<file path="src/hw/pvc_pkg.sv">
// constants and types for the pin volume converter control block
// assumes a single 125 MHz mclk domain and a byte-wide register port
package pvc_pkg;
    localparam logic [7:0] CTRL_ADDR      = 8'h74;
    localparam logic [7:0] GAIN_ADDR      = 8'h75;
    localparam logic [7:0] CTRL_RESET     = 8'h00;
    localparam logic       GAIN_RSV_RESET = 1'h0;
    localparam logic [7:0] RDATA_RESET    = 8'h00;

    // control and gain register fields
    localparam int CTRL_SRC_BIT = 7;
    localparam int CTRL_CLK_BIT = 6;
    localparam int CTRL_HYST_HI = 5;
    localparam int CTRL_HYST_LO = 4;
    localparam int CTRL_THR_HI  = 2;
    localparam int CTRL_THR_LO  = 0;
    localparam int GAIN_RSV_BIT = 7;

    localparam logic [1:0] HYST_1 = 2'h1;
    localparam logic [1:0] HYST_2 = 2'h2;

    localparam int         SAR_W         = 7;
    localparam logic [6:0] SAR_MSB_TRIAL = 7'h40;
    localparam logic [6:0] SAR_ZERO      = 7'h00;
    localparam logic [2:0] SAR_TOP_IDX   = 3'h6;
    localparam logic [2:0] SAR_LAST_IDX  = 3'h0;
    localparam logic [6:0] GAIN_RSV_CODE = 7'h7f;
    localparam logic [6:0] GAIN_MAX_CODE = 7'h7e;
    localparam logic [6:0] GAIN_RESET    = 7'h00;
    localparam logic [6:0] HYST_ONE      = 7'h01;
    localparam logic [6:0] HYST_TWO      = 7'h02;

    // conversion pacing: source ticks per conversion at throughput code 0
    localparam int         RATE_W        = 20;
    localparam logic [19:0] RATE_ZERO    = 20'h00000;
    localparam logic [19:0] RATE_ONE     = 20'h00001;
    localparam longint     REF_CLK_HZ    = 12_000_000;
    localparam longint     RATE0_MILLIHZ = 15_625;
    localparam longint     DIV_BASE      = REF_CLK_HZ * 64'd1000 / RATE0_MILLIHZ;

    // comparator settling before each trial is judged
    localparam int          MCLK_PERIOD_NS = 8;
    localparam int          SAR_SETTLE_NS  = 32;
    localparam int          SETTLE_CYC_I   =
        (SAR_SETTLE_NS + MCLK_PERIOD_NS - 1) / MCLK_PERIOD_NS;
    localparam logic [3:0]  SETTLE_CYC     = 4'(SETTLE_CYC_I);
    localparam logic [3:0]  SETTLE_ZERO    = 4'h0;

    typedef enum logic {SAR_IDLE, SAR_CONV} pvc_sar_st_t;
endpackage : pvc_pkg

</file>
<file path="src/hw/pvc_sar_if.sv">
// signals between the converter control and the successive approximation
// engine; both ends run on mclk
interface pvc_sar_if;
    logic       start;
    logic       abort;
    logic       step_en;
    logic       cmp;
    logic       busy;
    logic       done;
    logic [6:0] trial;
    logic [6:0] result;
    modport ctl (output start, abort, step_en, cmp,
                 input  busy, done, trial, result);
    modport sar (input  start, abort, step_en, cmp,
                 output busy, done, trial, result);
endinterface : pvc_sar_if

</file>
<file path="src/hw/pvc_top.sv">
// pin volume converter control: register pair, pacing, hysteresis, gain
// assumes a byte register port and an analog comparator on the volume pin
//
// Contract
// top control bit picks volume source; register mode powers down
// one bit picks the converter clock source
// clock bit zero oscillator, one master clock
// hysteresis code 01 one code, 10 two
// software writes reserved bit 3 only zero
// throughput code doubles rate, 15.625 Hz base
// oscillator source scales rates from its frequency
// read-only 7-bit gain, all-ones code reserved
module pvc_top #(
    parameter longint CONV_DIV_BASE = pvc_pkg::DIV_BASE
) (
    input  wire logic        mclk,
    input  wire logic        rst,
    input  wire logic [7:0]  reg_addr,
    input  wire logic        reg_wr,
    input  wire logic        reg_rd,
    input  wire logic [7:0]  reg_wdata,
    output logic [7:0]       reg_rdata,
    input  wire logic        pin_gain_sense_input,
    input  wire logic        osc_in,
    output logic             vol_from_pin,
    output logic             sar_power_down,
    output logic [6:0]       sar_trial_code,
    output logic [6:0]       pin_gain
);
    import pvc_pkg::*;

    pvc_sar_if sif ();

    logic [7:0]        ctrl_q;
    logic              gain_rsv_q;
    logic [7:0]        rdata_q;
    logic              pd_q;
    logic [2:0]        cmp_s_q;
    logic              cmp_f_q;
    logic [2:0]        osc_s_q;
    logic              osc_f_q;
    logic              osc_rise;
    logic              src_tick;
    logic [RATE_W-1:0] rate_cnt_q;
    logic [RATE_W-1:0] period;
    logic              start_q;
    logic [6:0]        gain_q;
    logic              valid_q;
    logic [6:0]        diff;
    logic [6:0]        hyst_lim;
    logic [1:0]        hyst;

    pvc_sar u_sar (
        .mclk (mclk),
        .rst  (rst),
        .sif  (sif)
    );

    // register port; bit 3 is stored as written, software keeps it zero
    always_ff @(posedge mclk) begin
        if (rst) begin
            ctrl_q     <= CTRL_RESET;
            gain_rsv_q <= GAIN_RSV_RESET;
        end else if (reg_wr) begin
            if (reg_addr == CTRL_ADDR)
                ctrl_q <= reg_wdata;
            if (reg_addr == GAIN_ADDR)
                gain_rsv_q <= reg_wdata[GAIN_RSV_BIT];
        end
    end

    always_ff @(posedge mclk) begin
        if (rst) begin
            rdata_q <= RDATA_RESET;
        end else if (reg_rd) begin
            case (reg_addr)
                CTRL_ADDR: rdata_q <= ctrl_q;
                GAIN_ADDR: rdata_q <= {gain_rsv_q, gain_q};
                default:   rdata_q <= RDATA_RESET;
            endcase
        end
    end

    // register mode holds the converter powered down
    always_ff @(posedge mclk) begin
        if (rst) begin
            pd_q <= 1'b1;
        end else begin
            pd_q <= !ctrl_q[CTRL_SRC_BIT];
        end
    end

    // pins are asynchronous; accept a level once stages two and three agree
    always_ff @(posedge mclk) begin
        if (rst) begin
            cmp_s_q <= 3'h0;
            cmp_f_q <= 1'b0;
            osc_s_q <= 3'h0;
            osc_f_q <= 1'b0;
        end else begin
            cmp_s_q <= {cmp_s_q[1:0], pin_gain_sense_input};
            osc_s_q <= {osc_s_q[1:0], osc_in};
            if (cmp_s_q[1] == cmp_s_q[2])
                cmp_f_q <= cmp_s_q[2];
            if (osc_s_q[1] == osc_s_q[2])
                osc_f_q <= osc_s_q[2];
        end
    end

    assign osc_rise = (osc_s_q[1] == osc_s_q[2]) && osc_s_q[2] && !osc_f_q;
    // oscillator rate limited by sync: needs osc well below mclk / 4
    assign src_tick = !pd_q && (ctrl_q[CTRL_CLK_BIT] || osc_rise);

    // each throughput step halves the tick count per conversion
    assign period = RATE_W'(CONV_DIV_BASE >> ctrl_q[CTRL_THR_HI:CTRL_THR_LO]);

    always_ff @(posedge mclk) begin
        if (rst) begin
            rate_cnt_q <= RATE_ZERO;
            start_q    <= 1'b0;
        end else begin
            start_q <= 1'b0;
            if (pd_q) begin
                rate_cnt_q <= RATE_ZERO;
            end else if (src_tick) begin
                if (rate_cnt_q >= period - RATE_ONE) begin
                    rate_cnt_q <= RATE_ZERO;
                    start_q    <= 1'b1;
                end else begin
                    rate_cnt_q <= rate_cnt_q + RATE_ONE;
                end
            end
        end
    end

    assign sif.start   = start_q;
    assign sif.abort   = pd_q;
    assign sif.step_en = src_tick;
    assign sif.cmp     = cmp_f_q;

    // hysteresis against the gain now shown; code 11 behaves as 00
    assign hyst = ctrl_q[CTRL_HYST_HI:CTRL_HYST_LO];
    assign diff = (sif.result > gain_q) ? sif.result - gain_q
                                        : gain_q - sif.result;
    assign hyst_lim = (hyst == HYST_1) ? HYST_ONE :
                      (hyst == HYST_2) ? HYST_TWO : SAR_ZERO;

    always_ff @(posedge mclk) begin
        if (rst) begin
            gain_q  <= GAIN_RESET;
            valid_q <= 1'b0;
        end else if (pd_q) begin
            valid_q <= 1'b0;
        end else if (sif.done && (!valid_q || diff > hyst_lim)) begin
            valid_q <= 1'b1;
            if (sif.result == GAIN_RSV_CODE)
                gain_q <= GAIN_MAX_CODE;
            else
                gain_q <= sif.result;
        end
    end

    assign reg_rdata      = rdata_q;
    assign vol_from_pin   = ctrl_q[CTRL_SRC_BIT];
    assign sar_power_down = pd_q;
    assign sar_trial_code = sif.trial;
    assign pin_gain       = gain_q;

    AST_REG_MODE_IDLE: assert property (@(posedge mclk) disable iff (rst)
        pd_q |=> !sif.busy && rate_cnt_q == RATE_ZERO)
        else $error("converter active in register volume mode");

    AST_CLK_SELECT: assert property (@(posedge mclk) disable iff (rst)
        !pd_q && !ctrl_q[CTRL_CLK_BIT] && !osc_rise && sif.busy
        |=> sif.busy && $stable(sif.trial))
        else $error("converter stepped without selected clock");

    AST_MCLK_PACE: assert property (@(posedge mclk) disable iff (rst)
        !pd_q && ctrl_q[CTRL_CLK_BIT] && rate_cnt_q < period - RATE_ONE
        |=> rate_cnt_q == $past(rate_cnt_q) + RATE_ONE)
        else $error("rate counter missed a master clock tick");

    AST_OSC_PACE: assert property (@(posedge mclk) disable iff (rst)
        !pd_q && !ctrl_q[CTRL_CLK_BIT] && !osc_rise |=> $stable(rate_cnt_q))
        else $error("rate counter moved without oscillator edge");

    AST_RATE_WRAP: assert property (@(posedge mclk) disable iff (rst)
        src_tick && rate_cnt_q == period - RATE_ONE
        |=> start_q && rate_cnt_q == RATE_ZERO)
        else $error("conversion not started at end of period");

    AST_HYST_HOLD: assert property (@(posedge mclk) disable iff (rst)
        !pd_q && sif.done && valid_q && diff <= hyst_lim |=> $stable(gain_q))
        else $error("gain moved inside hysteresis band");

    AST_HYST_TWO: assert property (@(posedge mclk) disable iff (rst)
        !pd_q && sif.done && valid_q && hyst == HYST_2 && diff == 7'h03
        && sif.result != GAIN_RSV_CODE
        |=> gain_q == $past(sif.result))
        else $error("gain not taken beyond two code band");

    AST_GAIN_RSV: assert property (@(posedge mclk) disable iff (rst)
        gain_q != GAIN_RSV_CODE)
        else $error("reserved gain code reported");
endmodule // pvc_top

</file>
<file path="src/hw/pvc_sar.sv">
// 7-bit successive approximation engine, each trial steps on the first source tick after settling
// assumes cmp is already synchronised and high when pin >= trial level
module pvc_sar (
    input wire logic    mclk,
    input wire logic    rst,
    pvc_sar_if.sar      sif
);
    import pvc_pkg::*;

    pvc_sar_st_t st_q;
    logic [2:0]  idx_q;
    logic [6:0]  trial_q;
    logic [6:0]  result_q;
    logic [3:0]  settle_q;
    logic        done_q;
    logic [6:0]  kept;

    always_comb begin
        kept = trial_q;
        kept[idx_q] = sif.cmp;
    end

    always_ff @(posedge mclk) begin
        if (rst) begin
            st_q     <= SAR_IDLE;
            idx_q    <= SAR_LAST_IDX;
            trial_q  <= SAR_ZERO;
            result_q <= SAR_ZERO;
            settle_q <= SETTLE_ZERO;
            done_q   <= 1'b0;
        end else begin
            done_q <= 1'b0;
            case (st_q)
                SAR_IDLE: begin
                    if (sif.start && !sif.abort) begin
                        trial_q  <= SAR_MSB_TRIAL;
                        idx_q    <= SAR_TOP_IDX;
                        settle_q <= SETTLE_ZERO;
                        st_q     <= SAR_CONV;
                    end
                end
                SAR_CONV: begin
                    if (sif.abort) begin
                        st_q    <= SAR_IDLE;
                        trial_q <= SAR_ZERO;
                    end else if (settle_q != SETTLE_CYC) begin
                        settle_q <= settle_q + 4'h1;
                    end else if (sif.step_en) begin
                        settle_q <= SETTLE_ZERO;
                        if (idx_q == SAR_LAST_IDX) begin
                            result_q <= kept;
                            trial_q  <= kept;
                            done_q   <= 1'b1;
                            st_q     <= SAR_IDLE;
                        end else begin
                            trial_q            <= kept;
                            trial_q[idx_q - 3'h1] <= 1'b1;
                            idx_q              <= idx_q - 3'h1;
                        end
                    end
                end
                default: st_q <= SAR_IDLE;
            endcase
        end
    end

    assign sif.busy   = (st_q == SAR_CONV);
    assign sif.done   = done_q;
    assign sif.trial  = trial_q;
    assign sif.result = result_q;
endmodule // pvc_sar

</file>
<file path="config.mk">
export PLATFORM = sky130hd
export DESIGN_NAME = pvc_top
export DESIGN_NICKNAME = d
export VERILOG_FILES = /design/src/hw/pvc_pkg.sv /design/src/hw/pvc_sar_if.sv /design/src/hw/pvc_top.sv /design/src/hw/pvc_sar.sv
export SDC_FILE = /design/constraint.sdc
export NUM_CORES = 1
export LEC_CHECK = 0
export ABC_CLOCK_PERIOD_IN_PS = 5730
export BUFFER_PORTS_ARGS = -buffer_cell sky130_fd_sc_hd__clkbuf_2
export CORE_UTILIZATION = 25
export DETAILED_ROUTE_END_ITERATION = 12
export GPL_ROUTABILITY_DRIVEN = 0
export GPL_TIMING_DRIVEN = 1
export PLACE_DENSITY_LB_ADDON = 0.3
export SLEW_MARGIN = 40
export SYNTH_ARGS = -nofsm -noshare
export SYNTH_HDL_FRONTEND = slang
export SYNTH_SLANG_ARGS = --single-unit
</file>
<file path="constraint.sdc">
create_clock -name mclk -period 5.73 [get_ports mclk]
set_clock_uncertainty 0.05 [all_clocks]
set_input_delay 1.719 -clock mclk [delete_from_list [all_inputs] [get_ports mclk]]
set_output_delay 1.719 -clock mclk [all_outputs]
set_load 0.01 [all_outputs]
</file>
==> results of run 1 <==
==> how the worst max path moves through the flow <==
stage / endpoint / cells past startpoint
after CTS: pin_gain[1]$_SDFFE_PP0P_ / 15
after detailed placement: pin_gain[0]$_SDFFE_PP0P_ / 15
after floorplan: pin_gain[0]$_SDFFE_PP0P_ / 15
final: pin_gain[5]$_SDFFE_PP0P_ / 15
after global placement: pin_gain[1]$_SDFFE_PP0P_ / 15
after global routing: pin_gain[3]$_SDFFE_PP0P_ / 15
==> logic make-up after synthesis <==
group,after synthesis,share of synthesized area
mux,34,0.0740
simple gates,227,0.232
fa+ha+maj,40,0.112
compound gates,108,0.152
xor+xnor,24,0.0457
buf+inv,53,0.0443
flops,78,0.339
==> layer usage <==
layer  GRT usage  wire length, um  vias up  share of wire
met5           0                0        -              0
met4      0.0354              125        0          0.011
met3      0.0309              428        7          0.038
met2       0.188             4770       61           0.43
met1       0.181             5860     1747           0.52
li1            -                -     2027              -
==> stage by stage <==
step                      power (uW)  instance area, um^2
after global routing            1180                 5340
after floorplan                  569                 4600
after CTS                       1150                 5330
final                           1130                 5340
after detailed placement         581                 5040
after global placement           581                 5040
==> placed cells by master, fill, tap and decap left out, types with 2 or more instances in the layout <==
cell type    n
nor4_1       3
buf_4        2
inv_8        2
nand3b_1     3
nor2_2       2
clkbuf_2    45
nor3_1       9
nand2b_1     6
or2_2        4
inv_6        2
and3_1       5
a21oi_1     45
a31oi_1      2
nand4b_1     2
inv_1       31
o21ai_0     16
ha_1        38
a211oi_1    10
nand4_1      8
and2_1       2
o21ai_1      2
xor2_1      15
a21o_1       8
fa_1         2
dfxtp_1     78
o31ai_1      2
nor2_1      88
nor2b_1     18
clkbuf_16    9
nand3_1     19
o21a_1       2
nand2_1     49
xnor2_1      9
o2111ai_1    3
mux2i_1     34
clkinvlp_4   2
==> state kept, by name (all words and copies together) (netlist names) <==
register,cells
u_sar.settle_q,4
valid_q,1
cmp_s_q,3
sif.start,1
cmp_f_q,1
gain_rsv_q,1
u_sar.sif.done,1
u_sar.idx_q,3
ctrl_q,8
osc_f_q,1
pin_gain,7
sar_power_down,1
rate_cnt_q,20
u_sar.sif.busy,1
u_sar.sif.result,7
reg_rdata,8
u_sar.sif.trial,7
osc_s_q,3
==> where the power goes <==
part,total [uW],internal [uW],leakage [uW],switching [uW]
Clock,558,303,0.000136,254
Combinational,23.4,9.05,0.00137,14.3
Sequential,545,544,0.000629,0.810
Total,1130,856,0.00213,270
==> worst max-delay path, cell delays in order, from the launching register on <==
cell,delay [ns]
dfxtp_1,0.49
inv_1,0.08
ha_1,0.32
nor2b_1,0.16
o311ai_2,0.27
a21oi_2,0.12
o31a_1,0.31
mux2i_1,0.14
ha_1,0.30
nor2b_1,0.13
o21ai_0,0.15
nand2_1,0.10
a2111oi_1,0.29
o2111ai_1,0.24
a22oi_4,0.37
mux2i_1,0.22
==> final cells by class <==
| cell class | instances | area (um^2) |
|---|---|---|
| fillers | 1964 | 12700 |
| flip-flops and latches | 78 | 1560 |
| multi-input cells | 433 | 2840 |
| clock buffers | 9 | 225 |
| well taps | 229 | 287 |
| inverters | 32 | 120 |
| repair buffers | 47 | 240 |
| clock inverters | 7 | 63.8 |
==> summary.md, run 1 <==
| Metric | Value |
|---|---|
| Status | `complete, no violations` |
| TNS Setup | `0 ns` |
| Register area share after synthesis | `0.339` |
| Vias | `3,842` |
| Post-CTS Setup Inserts | `0` |
| Yosys reg bits | `78` |
| DRT iter0 DRCs | `279` |
| Tightest Hold Check Type | `reg -> reg` |
| Worst Path Required | `5.95 ns` |
| Clock Tree Buf Depth | `2` |
| Max_cap viols | `0` |
| Vias in the first global route | `3,504` |
| Period utilization | `0.665` |
| Setup WS pre-CTS | `1.92 ns` |
| Leakage | `0.00213 uW` |
| Ys Warns | `0` |
| TritonCTS buffer count | `9` |
| Cell count after synthesis | `564` |
| Post-Route WL | `11.2 mm` |
| Power Density | `211 nW/um^2` |
| FFs w/ async S/R, synth | `0` |
| Worst Setup SP | `pin_gain[1]$_SDFFE_PP0P_` |
| Post_cts resized | `0` |
| Peak supply drop | `0.182 mV` |
| Post-synth EDFFs | `0` |
| Post-route insts no fill | `835` |
| Area leader, netlist | `dfxtp_1` |
| CP arrival | `4.03 ns` |
| I/O pins | `46` |
| Drt wl/cell | `13.4 um` |
| Hold Violations, Final | `0` |
| ANT nets after route | `0` |
| # DRC | `0` |
| F_max | `262 MHz` |
| Min-Delay Startpoint | `osc_s_q[0]$_SDFF_PP0_` |
| Number of cell rows | `49` |
| Nets@finish | `663` |
| FF-to-FF path depth | `15` |
| Full die area | `18,900 um^2` |
| Clock tree root buffer cell | `clkbuf_16` |
| First-pass GRT wire length | `18.5 mm` |
| Clock-pin slew on the worst setup and hold paths | `0.06 ns` |
| Unrepaired setup endpoints after global routing | `no` |
| Mapped Nets | `626` |
| WS Path Type | `reg -> reg` |
| ANT cells | `0` |
| Max-slew headroom | `0.612` |
| Final Max Tran Viols | `0` |
| Starting density of the core | `0.255` |
| Worst setup EP type | `flop` |
| CTS tree | `built` |
| DRT Pass-1 Iters | `4` |
| Total GRT Usage | `0.127` |
| Fin worst setup slack | `1.92 ns` |
| Synth cell types | `61` |
| Number of buffers added on ports | `45` |
| Hold_buf cts | `0` |
| Post-route minimum period | `3.81 ns` |
| Worst setup SP type | `flop` |
| Core area | `18,000 um^2` |
| Cell with the most instances after synthesis | `nor2_1` |
| Mean area per synthesized cell | `8.16 um^2` |
| Reg2Reg Launch Point | `pin_gain[1]$_SDFFE_PP0P_` |
| Antenna violations before repair | `0` |
| Maximum fanout along the worst path | `7` |
| Post-Syn Area | `4600 um^2` |
| Cells after DPL | `819` |
| Number of clock sinks | `78` |
| Post-synth top cells | `nor2_1, dfxtp_1, nand2_1` |
| Avg Vias per Cell | `4.60` |
| Synth top area share | `0.339` |
| Die width | `138 um` |
| Slew @ Worst Pin | `0.582 ns` |
| Fin util | `0.296` |
| Worst-skew pair later-pin latency | `0.35 ns` |
| Dominant cells by area after synthesis | `dfxtp_1, ha_1, mux2i_1, nor2_1, a21oi_1` |
| Vert. Die Dim | `138 um` |
| # setup viols final | `0` |
| Worst Hold End | `osc_s_q[1]$_SDFF_PP0_` |
| Area Growth Syn to Fin | `16.0%` |
| Cell depth of the worst hold path | `1` |
| Largest net degree at the start of global routing | `50` |
| Worst r2r dst | `pin_gain[5]$_SDFFE_PP0P_` |
| Share of cells above drive strength 1 | `0.125` |
| Flop-to-flop setup slack | `1.92 ns` |
| Total gr overflow | `0` |
| Detailed placer's ending HPWL | `8.37 mm` |
| Hold slack | `0.387 ns` |
| Top FF cell, synth | `dfxtp_1` |
| H-tree depth reported by CTS | `3` |
(Power assumes the default switching activity.)
==> run 2, diff against run 1 <==
--- a/config.mk
+++ b/config.mk
@@ -5,7 +5,7 @@
 export SDC_FILE = /design/constraint.sdc
 export NUM_CORES = 1
 export LEC_CHECK = 0
-export ABC_CLOCK_PERIOD_IN_PS = 5730
+export ABC_CLOCK_PERIOD_IN_PS = 3850
 export BUFFER_PORTS_ARGS = -buffer_cell sky130_fd_sc_hd__clkbuf_2
 export CORE_UTILIZATION = 25
 export DETAILED_ROUTE_END_ITERATION = 12
==> constraint.sdc (replaced) <==
create_clock -name mclk -period 3.85 [get_ports mclk]
set_clock_uncertainty 0.05 [all_clocks]
set_input_delay 1.155 -clock mclk [delete_from_list [all_inputs] [get_ports mclk]]
set_output_delay 1.155 -clock mclk [all_outputs]
set_load 0.01 [all_outputs]
==> summary.md, run 2 (synthesis results as in run 1) <==
| Metric | Value |
|---|---|
| Status | `complete, no violations` |
| Power Density | `347 nW/um^2` |
| # DRC | `0` |
| Reg2Reg Launch Point | `pin_gain[1]$_SDFFE_PP0P_` |
| CP cell instances | `inv_1 > ha_1 > nor2b_1 > o311ai_2 > a21oi_2 > o31a_1 > mux2i_1 > ha_1 > nor2b_1 > o21ai_0 > nand2_1 > a2111oi_2 > o2111ai_1 > a22oi_4 > buf_12 > mux2i_1` |
| Nets@finish | `672` |
| Worst r2r dst | `pin_gain[4]$_SDFFE_PP0P_` |
| Number of buffers added on ports | `45` |
| # setup viols final | `0` |
| Finished Cell Area | `5520 um^2` |
| Worst Setup SP | `pin_gain[1]$_SDFFE_PP0P_` |
| H-tree depth reported by CTS | `3` |
| CP arrival | `3.82 ns` |
| Vias | `3,913` |
| Area Growth Syn to Fin | `20.0%` |
| Clock tree root buffer cell | `clkbuf_16` |
| Core area | `18,000 um^2` |
| Period utilization | `0.934` |
| Total gr overflow | `0` |
| Final Max Tran Viols | `0` |
| Starting density of the core | `0.255` |
| DRT Pass-1 Iters | `4` |
| TritonCTS buffer count | `9` |
| Number of cells on the critical path | `16` |
| Number of cell rows | `49` |
| Antenna violations before repair | `0` |
| First-pass GRT wire length | `19.0 mm` |
| Avg Vias per Cell | `4.64` |
| Full die area | `18,900 um^2` |
| DRT iter0 DRCs | `232` |
| Post-Route WL | `11.7 mm` |
| Maximum fanout along the worst path | `7` |
| Share of cells above drive strength 1 | `0.148` |
| Hold_buf cts | `0` |
| Post-route minimum period | `3.59 ns` |
| Vert. Die Dim | `138 um` |
| Max-slew headroom | `0.485` |
| Highest-count cells in the layout ignoring fill and taps | `nor2_1, dfxtp_1, nand2_1, a21oi_1, clkbuf_2` |
| FILL cells | `1,977` |
| Slowest CP cell | `o31a_1` |
| Die width | `138 um` |
| ANT nets after route | `0` |
| Detailed placer's ending HPWL | `8.58 mm` |
| Commonest non-fill, non-tap cell in the layout | `nor2_1` |
| Worst-skew pair later-pin latency | `0.35 ns` |
| Worst setup EP type | `flop` |
| Worst Path Required | `4.08 ns` |
| Worst setup SP type | `flop` |
| Drt wl/cell | `13.9 um` |
| Clock-pin slew on the worst setup and hold paths | `0.06 ns` |
| Cell type group with the largest total delay on the critical path | `compound AO/OA/AOI/OAI gates` |
| Total GRT Usage | `0.131` |
| Vias in the first global route | `3,775` |
| FF-to-FF path depth | `16` |
| Slew @ Worst Pin | `0.769 ns` |
| Max_cap viols | `0` |
| CP bufs+invs | `2` |
| Hold Violations, Final | `0` |
| F_max | `278 MHz` |
| Leakage | `0.00223 uW` |
| Biggest register | `rate_cnt_q` |
| Area after DPL | `5110 um^2` |
| ANT cells | `0` |
| Clock Tree Buf Depth | `2` |
| WS Path Type | `reg -> reg` |
| CTS tree | `built` |
| I/O pins | `46` |
| Number of clock sinks | `78` |
| Flop-to-flop setup slack | `0.26 ns` |
| Total power | `1910 uW` |
| Largest net degree at the start of global routing | `49` |
| Max reg flops | `20` |
| Max stage delay on crit path | `0.34 ns` |
| Peak supply drop | `0.252 mV` |
| Setup crit end | `pin_gain[4]$_SDFFE_PP0P_` |
| Tightest Hold Check Type | `reg -> reg` |
-- run 2: area by class of cell --
type | count | area [um^2] | area share
repair buffers | 56 | 320 | 0.0580
flip-flops and latches | 78 | 1560 | 0.283
clock buffers | 9 | 225 | 0.0408
well taps | 229 | 287 | 0.0519
multi-input cells | 433 | 2860 | 0.518
inverters | 32 | 120 | 0.0218
clock inverters | 7 | 145 | 0.0263
-- run 2: power by group --
group | internal (uW) | total [uW] | switching [uW]
Clock | 703 | 1070 | 366
Sequential | 810 | 811 | 1.20
Combinational | 13.5 | 35.2 | 21.7
-- run 2: metrics by stage --
step | worst slack [ns] | hold slack, ns | instances | util | TNS [ns]
2_1_floorplan | 0.346 | 0.364 | 564 | - | 0
3_3_place_gp | 0.254 | 0.373 | 827 | 0.283 | 0
3_5_place_dp | 0.217 | 0.373 | 827 | 0.283 | 0
4_1_cts | 0.188 | 0.388 | 843 | 0.304 | 0
5_1_grt | -0.0283 | 0.394 | 844 | 0.306 | -0.0283
6_report | 0.255 | 0.385 | 844 | 0.306 | 0
-- run 2: repair_timing --
action	in CTS	in global routing
endpoints found under the setup margin	0	7
buffers inserted	0	1
resized for setup	0	6
hold endpoints to repair	0	0
-- run 2: per-layer routing --
layer  track usage  part of all wire  vias up
met5             0                 0        -
met4        0.0452             0.012        0
met3        0.0316             0.038       11
met2         0.205              0.44       77
met1         0.176              0.51     1777
li1              -                 -     2048
-- run 2: worst min path at each step --
stage	slack, ns	endpoint	start	cells past startpoint
4_1_cts	0.39	osc_s_q[1]$_SDFF_PP0_	osc_s_q[0]$_SDFF_PP0_	1
3_5_place_dp	0.37	osc_s_q[1]$_SDFF_PP0_	osc_s_q[0]$_SDFF_PP0_	1
2_1_floorplan	0.36	cmp_s_q[1]$_SDFF_PP0_	cmp_s_q[0]$_SDFF_PP0_	1
3_3_place_gp	0.37	osc_s_q[1]$_SDFF_PP0_	osc_s_q[0]$_SDFF_PP0_	1
5_1_grt	0.39	osc_s_q[1]$_SDFF_PP0_	osc_s_q[0]$_SDFF_PP0_	1
6_report	0.38	osc_s_q[1]$_SDFF_PP0_	osc_s_q[0]$_SDFF_PP0_	1
==> run 3, diff against run 2 <==
--- a/config.mk
+++ b/config.mk
@@ -6,9 +6,9 @@
 export NUM_CORES = 1
 export LEC_CHECK = 0
 export ABC_CLOCK_PERIOD_IN_PS = 3850
-export BUFFER_PORTS_ARGS = -buffer_cell sky130_fd_sc_hd__clkbuf_2
 export CORE_UTILIZATION = 25
 export DETAILED_ROUTE_END_ITERATION = 12
+export DONT_BUFFER_PORTS = 1
 export GPL_ROUTABILITY_DRIVEN = 0
 export GPL_TIMING_DRIVEN = 1
 export PLACE_DENSITY_LB_ADDON = 0.3
==> summary.md, run 3 (synthesis results as in run 1) <==
| Metric | Value |
|---|---|
| Status | `complete, no violations` |
| Total gr overflow | `0` |
| Unrepaired setup endpoints after global routing | `no` |
| Leakage | `0.00200 uW` |
| Commonest non-fill, non-tap cell in the layout | `nor2_1` |
| Slowest CP cell | `dfxtp_1` |
| Clock tree root buffer cell | `clkbuf_16` |
| Max-slew headroom | `0.548` |
| Hold slack | `0.387 ns` |
| # setup viols final | `0` |
| Detailed placer's ending HPWL | `8.76 mm` |
| Worst-skew pair later-pin latency | `0.35 ns` |
| Full die area | `18,900 um^2` |
| Tightest Hold Check Type | `reg -> reg` |
| Power Density | `323 nW/um^2` |
| Die width | `138 um` |
| Hold Violations, Final | `0` |
| Maximum fanout along the worst path | `3` |
| I/O pins | `46` |
| TNS Setup | `0 ns` |
| Nets@finish | `628` |
| Setup WS pre-CTS | `0.195 ns` |
| Number of buffers added on ports | `0` |
| CTS tree | `built` |
| Total GRT Usage | `0.130` |
| Number of cell rows | `49` |
| WS Path Type | `reg -> reg` |
| ANT nets after route | `0` |
| # DRC | `0` |
| Drt wl/cell | `14.4 um` |
| Peak supply drop | `0.220 mV` |
| Worst Path Required | `4.08 ns` |
| Routed metal-1 wirelength | `5.38 mm` |
| Area Growth Syn to Fin | `13.2%` |
| CP arrival | `3.82 ns` |
| Vias | `3,873` |
| Max stage delay on crit path | `0.33 ns` |
| TritonCTS buffer count | `9` |
| H-tree depth reported by CTS | `3` |
| Uppermost routed layer | `met5` |
| Highest-count cells in the layout ignoring fill and taps | `nor2_1, dfxtp_1, nand2_1, a21oi_1, ha_1` |
| Starting density of the core | `0.255` |
| Largest net degree at the start of global routing | `50` |
| Clock-pin slew on the worst setup and hold paths | `0.06 ns` |
| Met3 wire len | `702 um` |
| Area after DPL | `4880 um^2` |
| Fin worst setup slack | `0.258 ns` |
| Core area | `18,000 um^2` |
| Vert. Die Dim | `138 um` |
| Min-Delay Startpoint | `cmp_s_q[0]$_SDFF_PP0_` |
| Post-route insts no fill | `799` |
| Finished Cell Area | `5210 um^2` |
| Share of cells above drive strength 1 | `0.0737` |
| Max_cap viols | `0` |
| F_max | `278 MHz` |
| Worst Setup SP | `pin_gain[1]$_SDFFE_PP0P_` |
| CP cell instances | `inv_1 > ha_1 > nor2b_1 > o311ai_2 > a21oi_2 > o31a_1 > mux2i_1 > ha_1 > nor2b_1 > o21ai_0 > nand2_1 > nor4_1 > o2111ai_1 > a22oi_4 > buf_4 > mux2i_1` |
| Post-Route WL | `11.5 mm` |
| Max reg flops | `20` |
| Number of clock sinks | `78` |
| Met2 wire len | `5.20 mm` |
| ANT cells | `0` |
| Antenna violations before repair | `1` |
| First-pass GRT wire length | `18.7 mm` |
| Vias in the first global route | `3,679` |
| DRT iter0 DRCs | `278` |
| Slew @ Worst Pin | `0.677 ns` |
| Cells after DPL | `782` |
| Worst setup EP type | `flop` |
| Reg2Reg Launch Point | `pin_gain[1]$_SDFFE_PP0P_` |
| Avg Vias per Cell | `4.85` |
| Period utilization | `0.933` |
| Post-route minimum period | `3.59 ns` |
| Clock Tree Buf Depth | `2` |
| Biggest register | `rate_cnt_q` |
| Worst setup SP type | `flop` |
| DRT Pass-1 Iters | `4` |
| Final Max Tran Viols | `0` |
-- run 3: path summary, 6_finish.rpt --
kind,endpoint,slack [ns],depth (start not counted)
max,pin_gain[5]$_SDFFE_PP0P_,0.26,16
min,cmp_s_q[1]$_SDFF_PP0_,0.39,1
max reg2reg,pin_gain[5]$_SDFFE_PP0P_,0.26,16
min reg2reg,cmp_s_q[1]$_SDFF_PP0_,0.39,1
-- run 3: cell type report --
type	instances	area, um^2
inverters	32	120
multi-input cells	433	2850
flip-flops and latches	78	1560
clock buffers	11	243
fillers	1937	12800
repair buffers	12	103
clock inverters	4	47.5
well taps	229	287
-- run 3: where the power goes --
group          switching, uW  internal, uW
clock network            345           514
registers               1.24           810
logic                   6.06          5.48
-- run 3: repair_timing --
item / CTS / global route
hold buffers: 0 / 0
resized for setup: 0 / 2
endpoints found under the setup margin: 0 / 7
hold endpoints to repair: 0 / 0
buffers inserted: 0 / 2
-- run 3: stage by stage --
stage	util	total power (uW)
2_1_floorplan	-	847
3_3_place_gp	0.271	840
3_5_place_dp	0.271	841
4_1_cts	0.287	1720
5_1_grt	0.289	1740
6_report	0.289	1680
-- run 3: per-layer routing --
layer,GRT usage,vias to the layer above
met4,0.0556,2
met5,0,-
met2,0.208,85
li1,-,1961
met3,0.0394,18
met1,0.159,1807
-- run 3: critical path, delay by kind of cell (launching register included) --
| family | cells | cell delay [ns] |
|---|---|---|
| buffers and inverters | 2 | 0.22 |
| muxes | 2 | 0.31 |
| and+or+nand+nor | 4 | 0.68 |
| DFF | 1 | 0.33 |
| AOI/OAI and AO/OA | 6 | 1.31 |
| adders and majority gates | 2 | 0.61 |
